**config.mk**
```make
export PLATFORM = sky130hd
export DESIGN_NAME = acmp_event_top
export DESIGN_NICKNAME = d
export VERILOG_FILES = /design/src/design/acmp_pkg.sv /design/src/design/acmp_debounce.sv /design/src/design/acmp_event_top.sv
export VERILOG_INCLUDE_DIRS = /design/src /design/src/design
export SDC_FILE = /design/constraint.sdc
export NUM_CORES = 1
export LEC_CHECK = 0
export ABC_AREA = 1
export BUFFER_PORTS_ARGS = -buffer_cell sky130_fd_sc_hd__buf_2
export CAP_MARGIN = 0
export CORE_MARGIN = 1
export CORE_UTILIZATION = 42
export DETAILED_ROUTE_END_ITERATION = 16
export PLACE_DENSITY = 0.75
export SYNTH_ARGS = -nofsm -noshare
export SYNTH_HDL_FRONTEND = slang
export SYNTH_SLANG_ARGS = --single-unit
```
**constraint.sdc**
```tcl
create_clock -name CLK_I -period 0.99 [get_ports CLK_I]
set_input_delay 0.0495 -clock CLK_I [delete_from_list [all_inputs] [get_ports CLK_I]]
set_output_delay 0.0495 -clock CLK_I [all_outputs]
set_load 0.03 [all_outputs]
```
**src/design/acmp_regs.svh**
```systemverilog
// register offsets, fields, reset values and timing counts
`ifndef ACMP_REGS_SVH
`define ACMP_REGS_SVH
`define ACMP_ADDR_CTRL      12'h097
`define ACMP_ADDR_STAT      12'h098
`define ACMP_ADDR_PORT3     12'h099
`define ACMP_CTRL_RESET     8'h00
`define ACMP_PORT3_RESET    8'hff
`define ACMP_MIRROR_BIT     6
`define ACMP_IRQ_EN_BIT     6
`define ACMP_COND_LSB       0
`define ACMP_COND_MSB       2
`define ACMP_ON_BIT         3
`define ACMP_FLAG_BIT       4
`define ACMP_KEEP_IDLE_BIT  5
`define ACMP_SETTLE_NS      10000
`define ACMP_CLK_MHZ        40
`define ACMP_SETTLE_CYC     ((`ACMP_SETTLE_NS * `ACMP_CLK_MHZ + 999) / 1000)
`define ACMP_OVF_WAIT       2
`endif

```
**src/design/acmp_pkg.sv**
```systemverilog
// types for the comparator event logic
package acmp_pkg;
  typedef enum logic [2:0]
  {
    ACMP_LOW_LEVEL  = 3'h0,
    ACMP_RISE       = 3'h1,
    ACMP_TOGGLE_DB  = 3'h2,
    ACMP_RISE_DB    = 3'h3,
    ACMP_FALL       = 3'h4,
    ACMP_TOGGLE     = 3'h5,
    ACMP_FALL_DB    = 3'h6,
    ACMP_HIGH_LEVEL = 3'h7
  } acmp_cond_type;
  typedef enum logic [1:0]
  {
    ACMP_DB_IDLE  = 2'b00,
    ACMP_DB_WAIT1 = 2'b01,
    ACMP_DB_WAIT2 = 2'b11
  } acmp_db_state_type;
endpackage

```
**src/design/acmp_debounce.sv**
```systemverilog
// debounce wait on two timer overflows, then resample
`timescale 1ns/1ps
`include "acmp_regs.svh"
module acmp_debounce
  import acmp_pkg::*;
(
  input  wire logic clk_i,
  input  wire logic reset_n_i,
  input  wire logic active_i,
  input  wire logic start_i,
  input  wire logic expect_i,
  input  wire logic sample_i,
  input  wire logic ovf_i,
  output logic      hit_o,
  output logic      busy_o
);
  acmp_db_state_type state_q;
  logic              expect_q;

  assign busy_o = (state_q != ACMP_DB_IDLE);

  always_ff @(posedge clk_i)
  begin
    hit_o <= 1'b0;
    if (!reset_n_i || !active_i)
    begin
      state_q  <= ACMP_DB_IDLE;
      expect_q <= 1'b0;
    end
    else
    begin
      unique case (state_q)
        ACMP_DB_IDLE:
        begin
          if (start_i)
          begin
            state_q  <= ACMP_DB_WAIT1;
            expect_q <= expect_i;
          end
        end
        ACMP_DB_WAIT1:
        begin
          if (ovf_i)
            state_q <= ACMP_DB_WAIT2;
        end
        ACMP_DB_WAIT2:
        begin
          if (ovf_i)
          begin
            state_q <= ACMP_DB_IDLE;
            hit_o   <= (sample_i == expect_q);
          end
        end
        default:
          state_q <= ACMP_DB_IDLE;
      endcase
    end
  end

  chk_db_resample: assert property (@(posedge clk_i)
    disable iff (!reset_n_i)
    (state_q == ACMP_DB_WAIT2 && ovf_i && active_i) |=>
      (hit_o == (expect_q == $past(sample_i))) && !busy_o)
    else $error("debounce resample result wrong");
  chk_db_two_ovf: assert property (@(posedge clk_i)
    disable iff (!reset_n_i)
    (state_q == ACMP_DB_WAIT1) |=> !hit_o)
    else $error("debounce ended before second overflow");
endmodule // acmp_debounce

```
**src/design/acmp_event_top.sv**
```systemverilog
// comparator event logic with APB register access
//
// Decided for this implementation: the APB slave port.
`timescale 1ns/1ps
`include "acmp_regs.svh"
module acmp_event_top
  import acmp_pkg::*;
(
  input  wire logic        CLK_I,
  input  wire logic        RESET_N_I,
  input  wire logic        COMPARE_RAW_I,
  input  wire logic        T1_OVF_I,
  input  wire logic        IDLE_I,
  input  wire logic        POWER_DOWN_I,
  input  wire logic [7:0]  PORT3_PINS_I,
  input  wire logic        PSEL_I,
  input  wire logic        PENABLE_I,
  input  wire logic        PWRITE_I,
  input  wire logic [11:0] PADDR_I,
  input  wire logic [31:0] PWDATA_I,
  output logic      [31:0] PRDATA_O,
  output logic             PREADY_O,
  output logic             PSLVERR_O,
  output logic             COMPARE_IRQ_O,
  output logic             WAKE_O,
  output logic [7:0]       PORT3_LATCH_O
);
  import acmp_pkg::*;

  logic [2:0] cond_q;
  logic       comparator_on_q;
  logic       match_event_flag_q;
  logic       keep_running_in_idle_q;
  logic       compare_irq_enable_q;
  logic [7:0] port3_q;
  logic       cmp_s1_q;
  logic       cmp_s2_q;
  logic [7:0] pins_s1_all_q;
  logic [7:0] pins_s2_q;
  logic       sample_q;
  logic       prev_q;
  logic       active;
  logic       sample_live;
  logic       rise;
  logic       fall;
  logic       plain_hit;
  logic       db_start;
  logic       db_expect;
  logic       db_hit;
  logic       db_busy;
  logic       set_flag;
  logic       wr_acc;
  logic       rd_acc;
  logic       hit_ctrl;
  logic       hit_stat;
  logic       hit_port;
  logic [7:0] ctrl_view;
  logic [7:0] pin_view;

  function automatic logic is_debounced(input logic [2:0] c);
    return (c == ACMP_TOGGLE_DB) || (c == ACMP_RISE_DB)
        || (c == ACMP_FALL_DB);
  endfunction

  // byte address is the register index times four
  function automatic logic addr_is(input logic [11:0] a,
                                   input logic [11:0] idx);
    return a == (idx << 2);
  endfunction

  // comparator powered only when enabled and not gated by sleep modes
  assign active = comparator_on_q && !POWER_DOWN_I
               && (!IDLE_I || keep_running_in_idle_q);
  // raw input is high exactly when plus exceeds minus
  assign sample_live = active && cmp_s2_q;

  // two-flop synchronisers for comparator and pins
  always_ff @(posedge CLK_I)
  begin
    if (!RESET_N_I)
    begin
      cmp_s1_q      <= 1'b0;
      cmp_s2_q      <= 1'b0;
      pins_s1_all_q <= 8'h00;
      pins_s2_q     <= 8'h00;
    end
    else
    begin
      cmp_s1_q      <= COMPARE_RAW_I;
      cmp_s2_q      <= cmp_s1_q;
      pins_s1_all_q <= PORT3_PINS_I;
      pins_s2_q     <= pins_s1_all_q;
    end
  end

  // one sample per clock; previous sample kept for edges
  always_ff @(posedge CLK_I)
  begin
    if (!RESET_N_I)
    begin
      sample_q <= 1'b0;
      prev_q   <= 1'b0;
    end
    else
    begin
      sample_q <= sample_live;
      prev_q   <= sample_q;
    end
  end

  assign rise = active && sample_q && !prev_q;
  assign fall = active && !sample_q && prev_q;

  // condition decode; debounced codes hand off to the wait
  always_comb
  begin
    plain_hit = 1'b0;
    db_start  = 1'b0;
    db_expect = 1'b0;
    unique case (acmp_cond_type'(cond_q))
      ACMP_LOW_LEVEL:  plain_hit = active && !sample_q;
      ACMP_HIGH_LEVEL: plain_hit = active && sample_q;
      ACMP_RISE:       plain_hit = rise;
      ACMP_FALL:       plain_hit = fall;
      ACMP_TOGGLE:     plain_hit = rise || fall;
      ACMP_RISE_DB:
      begin
        db_start  = rise && !db_busy;
        db_expect = 1'b1;
      end
      ACMP_FALL_DB:
      begin
        db_start  = fall && !db_busy;
        db_expect = 1'b0;
      end
      ACMP_TOGGLE_DB:
      begin
        db_start  = (rise || fall) && !db_busy;
        db_expect = sample_q;
      end
    endcase
  end

  acmp_debounce u_debounce
  (
    .clk_i     (CLK_I),
    .reset_n_i (RESET_N_I),
    .active_i  (active && is_debounced(cond_q)),
    .start_i   (db_start),
    .expect_i  (db_expect),
    .sample_i  (sample_q),
    .ovf_i     (T1_OVF_I),
    .hit_o     (db_hit),
    .busy_o    (db_busy)
  );

  assign set_flag = active && (plain_hit || db_hit);

  // apb decode, zero wait states
  assign wr_acc   = PSEL_I && PENABLE_I && PWRITE_I;
  assign rd_acc   = PSEL_I && !PENABLE_I && !PWRITE_I;
  assign hit_ctrl = addr_is(PADDR_I, `ACMP_ADDR_CTRL);
  assign hit_stat = addr_is(PADDR_I, `ACMP_ADDR_STAT);
  assign hit_port = addr_is(PADDR_I, `ACMP_ADDR_PORT3);

  // register writes land at the access edge
  always_ff @(posedge CLK_I)
  begin
    if (!RESET_N_I)
    begin
      cond_q                 <= 3'h0;
      comparator_on_q        <= 1'b0;
      keep_running_in_idle_q <= 1'b0;
      compare_irq_enable_q   <= 1'b0;
      port3_q                <= `ACMP_PORT3_RESET;
    end
    else if (wr_acc)
    begin
      if (hit_ctrl)
      begin
        cond_q                 <= PWDATA_I[`ACMP_COND_MSB:`ACMP_COND_LSB];
        comparator_on_q        <= PWDATA_I[`ACMP_ON_BIT];
        keep_running_in_idle_q <= PWDATA_I[`ACMP_KEEP_IDLE_BIT];
      end
      if (hit_stat)
        compare_irq_enable_q <= PWDATA_I[`ACMP_IRQ_EN_BIT];
      if (hit_port)
        port3_q <= PWDATA_I[7:0];
    end
  end

  // flag: hardware set wins over software clear
  always_ff @(posedge CLK_I)
  begin
    if (!RESET_N_I)
      match_event_flag_q <= 1'b0;
    else if (set_flag)
      match_event_flag_q <= 1'b1;
    else if (wr_acc && hit_ctrl)
      match_event_flag_q <= PWDATA_I[`ACMP_FLAG_BIT];
  end

  assign ctrl_view = {2'b00, keep_running_in_idle_q, match_event_flag_q,
                      comparator_on_q, cond_q};
  assign pin_view  = {pins_s2_q[7], sample_q, pins_s2_q[5:0]};

  // registered response, one access cycle per transfer
  always_ff @(posedge CLK_I)
  begin
    if (!RESET_N_I)
    begin
      PRDATA_O  <= 32'h0;
      PREADY_O  <= 1'b0;
      PSLVERR_O <= 1'b0;
    end
    else
    begin
      PREADY_O  <= PSEL_I && !PENABLE_I;
      PSLVERR_O <= PSEL_I && !PENABLE_I
                && !(hit_ctrl || hit_stat || hit_port);
      if (rd_acc)
        PRDATA_O <= hit_ctrl ? {24'h0, ctrl_view}
                  : hit_stat ? {25'h0, compare_irq_enable_q, 6'h00}
                  : hit_port ? {24'h0, pin_view} : 32'h0;
      else
        PRDATA_O <= 32'h0;
    end
  end

  // interrupt, wake and latch levels
  always_ff @(posedge CLK_I)
  begin
    if (!RESET_N_I)
    begin
      COMPARE_IRQ_O <= 1'b0;
      WAKE_O        <= 1'b0;
      PORT3_LATCH_O <= `ACMP_PORT3_RESET;
    end
    else
    begin
      COMPARE_IRQ_O <= match_event_flag_q && compare_irq_enable_q;
      WAKE_O        <= IDLE_I && keep_running_in_idle_q
                    && match_event_flag_q && compare_irq_enable_q;
      PORT3_LATCH_O <= port3_q;
    end
  end

  chk_irq_gated: assert property (@(posedge CLK_I)
    disable iff (!RESET_N_I)
    COMPARE_IRQ_O |-> $past(compare_irq_enable_q))
    else $error("irq without enable");

  chk_flag_off: assert property (@(posedge CLK_I)
    disable iff (!RESET_N_I)
    (!comparator_on_q && !(wr_acc && hit_ctrl)) |=>
    (match_event_flag_q == $past(match_event_flag_q) || !match_event_flag_q))
    else $error("flag set while disabled");

  chk_flag_sticky: assert property (@(posedge CLK_I)
    disable iff (!RESET_N_I)
    (match_event_flag_q && !(wr_acc && hit_ctrl)) |=> match_event_flag_q)
    else $error("flag dropped without clear");

  chk_level_high: assert property (@(posedge CLK_I)
    disable iff (!RESET_N_I)
    (active && cond_q == 3'h7 && sample_q) |=> match_event_flag_q)
    else $error("high level missed");

  chk_rise_edge: assert property (@(posedge CLK_I)
    disable iff (!RESET_N_I)
    (active && cond_q == 3'h1 && sample_q && !prev_q) |=> match_event_flag_q)
    else $error("rising edge missed");

  chk_pd_off: assert property (@(posedge CLK_I)
    disable iff (!RESET_N_I)
    POWER_DOWN_I |=> !sample_q)
    else $error("comparator live in power-down");

  chk_idle_off: assert property (@(posedge CLK_I)
    disable iff (!RESET_N_I)
    (IDLE_I && !keep_running_in_idle_q) |=> !sample_q)
    else $error("comparator live in idle");

  chk_wake_irq: assert property (@(posedge CLK_I)
    disable iff (!RESET_N_I)
    WAKE_O |-> COMPARE_IRQ_O)
    else $error("wake without irq");
endmodule // acmp_event_top

```
==> flow_summary.toml <==
[outcome]
status = "finished, violations left"
violations = "negative setup slack"

[detailed_routing]
vias_per_cell = 4.23
dr.pass1.iters = 4
drt_iter0_drc = 82
num_vias = 2050
route.detailed.drc = 0
ant_nets = 0
wl_per_cell_um = 9.74
totalWireLength_um = 4720

[synth]
ys_types = 26
synth_top_flop_cell = "dfxtp_1"
synth_top_cell_area_share_pct = 47.8
synth-edff-count = 0
yosys_warnings = 0
yosys-top-cells-count = "nand2_1 (68), dfxtp_1 (57), inv_1 (44)"
syn_avg_cell_area_um2 = 7.65
yosys.area.top_type = "dfxtp_1"
syn-cell-area_um2 = 2390
synth.most_common_cell = "nand2_1"
seq_area_frac_synth_pct = 47.8
synthTopCellsByArea = "dfxtp_1 (48%), nand2_1 (11%), buf_4 (7.6%)"
synthCells = 312
synth-seq-cells = 57
synthArstFlopShare_pct = 0

[placed_design]
io_buffers = 55
placed_area_um2 = 2770
gp_congestion = 0.829
dpl.hpwl_um = 3340

[timing]
worst_slack_ns = -0.0500
post-route-min-period_ns = 1.04
slew_viol_final = 0
fmax_ghz = 0.962
rsz0062_at_grt = "true"
tns_ns = -0.157
skew_ns = 0.00663
finalSetupViolations = 4
period_share_pct = 105
hold_viol = 0

[layout]
antenna_cells = 0
drive_gt1_share_pct = 33.4
design_area_um2 = 3240
syn_to_final_growth_pct = 35.6
nets = 470

[global_route]
grt_max_degree = 17
antenna_found_initial = 0
grt_overflow = 0
grt_pass1_wl_um = 7670
grt.total_usage_pct = 16.6
grt_pass1_vias = 1875

[worst_setup_path]
critPathMaxFanout = 3
crit_arrival_ns = 1.27
cp_data_required_time_ns = 1.22
criticalPathCategory = "reg -> reg"
endpoint_kind = "flop"
cp-start-kind = "flop"

[clocking]
cts_root_buffer = "clkbuf_8"
insertion_delay_ns = 0.33
htree_levels = 3
clkTransAtPathRegs_ns = 0.06
clock_path_buffers = 2
numCtsBuffers = 9
cts_tree = "yes"
cts_sinks = 57

[die]
rows = 27
die_x_um = 77.4
fp.dieH_um = 77.4
coreArea_um2 = 5510
die-area_um2 = 5990
initial_utilization_pct = 43.3
boundaryPins = 105

[flow_run]
cap_violations = 0

[min_path]
holdCritPathClass = "in -> reg"

[pwr]
power_density_nw_per_um2 = 1500
cellLeakagePower_nw = 1.66
peakVddDrop_mv = 0.937
==> flip-flops by register name, indices dropped and copies added, names as in the netlist, 2 cells and up <==
name,cells
PRDATA_O,8
pins_s1_all_q,7
cond_q,3
pins_s2_q,7
PORT3_LATCH_O,8
port3_q,8
u_debounce.state_q,2
==> cell type report <==
type,count,area (um^2)
fillers,512,2270
flip-flops and latches,57,1150
multi-input cells,198,988
repair buffers,93,616
inverters,50,195
clock buffers,12,155
well taps,72,90.1
clock inverters,3,40.0
==> worst paths after layout <==
| path | startpoint | end | slack, ns | cells past startpoint |
|---|---|---|---|---|
| worst max register to register | keep_running_in_idle_q | match_event_flag_q | -0.05 | 8 |
| worst min-delay path | T1_OVF_I | u_debounce.hit_o | 0.01 | 3 |
| worst max-delay path | keep_running_in_idle_q | match_event_flag_q | -0.05 | 8 |
| worst min register to register | cmp_s2_q | sample_q | 0.40 | 2 |
==> layout by cell type, fill, tap and decap left out, drive strengths merged, types with 3 or more instances in the layout <==
cell	n
nor2	40
clkbuf	12
nand4	3
conb	24
nand2	70
inv	49
a21oi	10
or2	8
clkinv	3
nor3	6
dfxtp	57
o21ai	7
buf	76
dlygate4sd3	17
nand3	28
==> metal layers <==
layer  vias up  GRT usage, %  share of wire (%)
met5         -             0                  0
met4         0          8.49                1.3
met3         8          5.29                5.7
met2        64          27.5                 50
met1       888          19.0                 43
li1       1090             -                  -
==> power breakdown <==
| group | switching, W | internal (W) | leakage, nW |
|---|---|---|---|
| combinational | 0.000260 | 0.000143 | 1.09 |
| clock | 0.000840 | 0.00128 | 0.102 |
| sequential | 0.00000862 | 0.00233 | 0.467 |
==> worst max-delay path: stages, from the launching register on <==
cell and delay, ns:
dfxtp_4 0.36, inv_2 0.06, nand2_2 0.05, nand3_1 0.06
nand2_1 0.07, a21oi_2 0.14, nand2_1 0.07, nand2_1 0.08
nand2_1 0.05
==> kinds of logic (layout without fill, tap and decap cells) <==
kind of cell	count (synthesis)	count (layout)	synth area share [%]
AO/OA/AOI/OAI	18	18	3.83
XOR/XNOR	1	1	0.367
buffers and inverters	80	158	17.0
flip-flops	57	57	47.8
other	1	24	0.157
AND/OR/NAND/NOR	155	155	30.8
==> repair_timing <==
item	in CTS	in global routing
setup endpoints to repair	5	6
endpoints found under the hold margin	22	0
buffers inserted	1	2
pin swaps	3	14
hold buffers	17	0
gates resized for setup	14	16
==> stage by stage <==
step | hold slack (ns) | setup slack (ns) | cells | util [%] | power (W)
floorplan | 0.147 | -0.0372 | 335 | - | 0.00269
detailed placement | 0.234 | -0.116 | 450 | 50.4 | 0.00273
finish | 0.0110 | -0.0500 | 485 | 58.8 | 0.00485
CTS | 0.00105 | -0.111 | 483 | 57.5 | 0.00489
global placement | 0.234 | -0.0823 | 450 | 50.4 | 0.00273
global route | 0.0241 | -0.137 | 485 | 58.8 | 0.00504
Power figures use the tool's default switching activity.
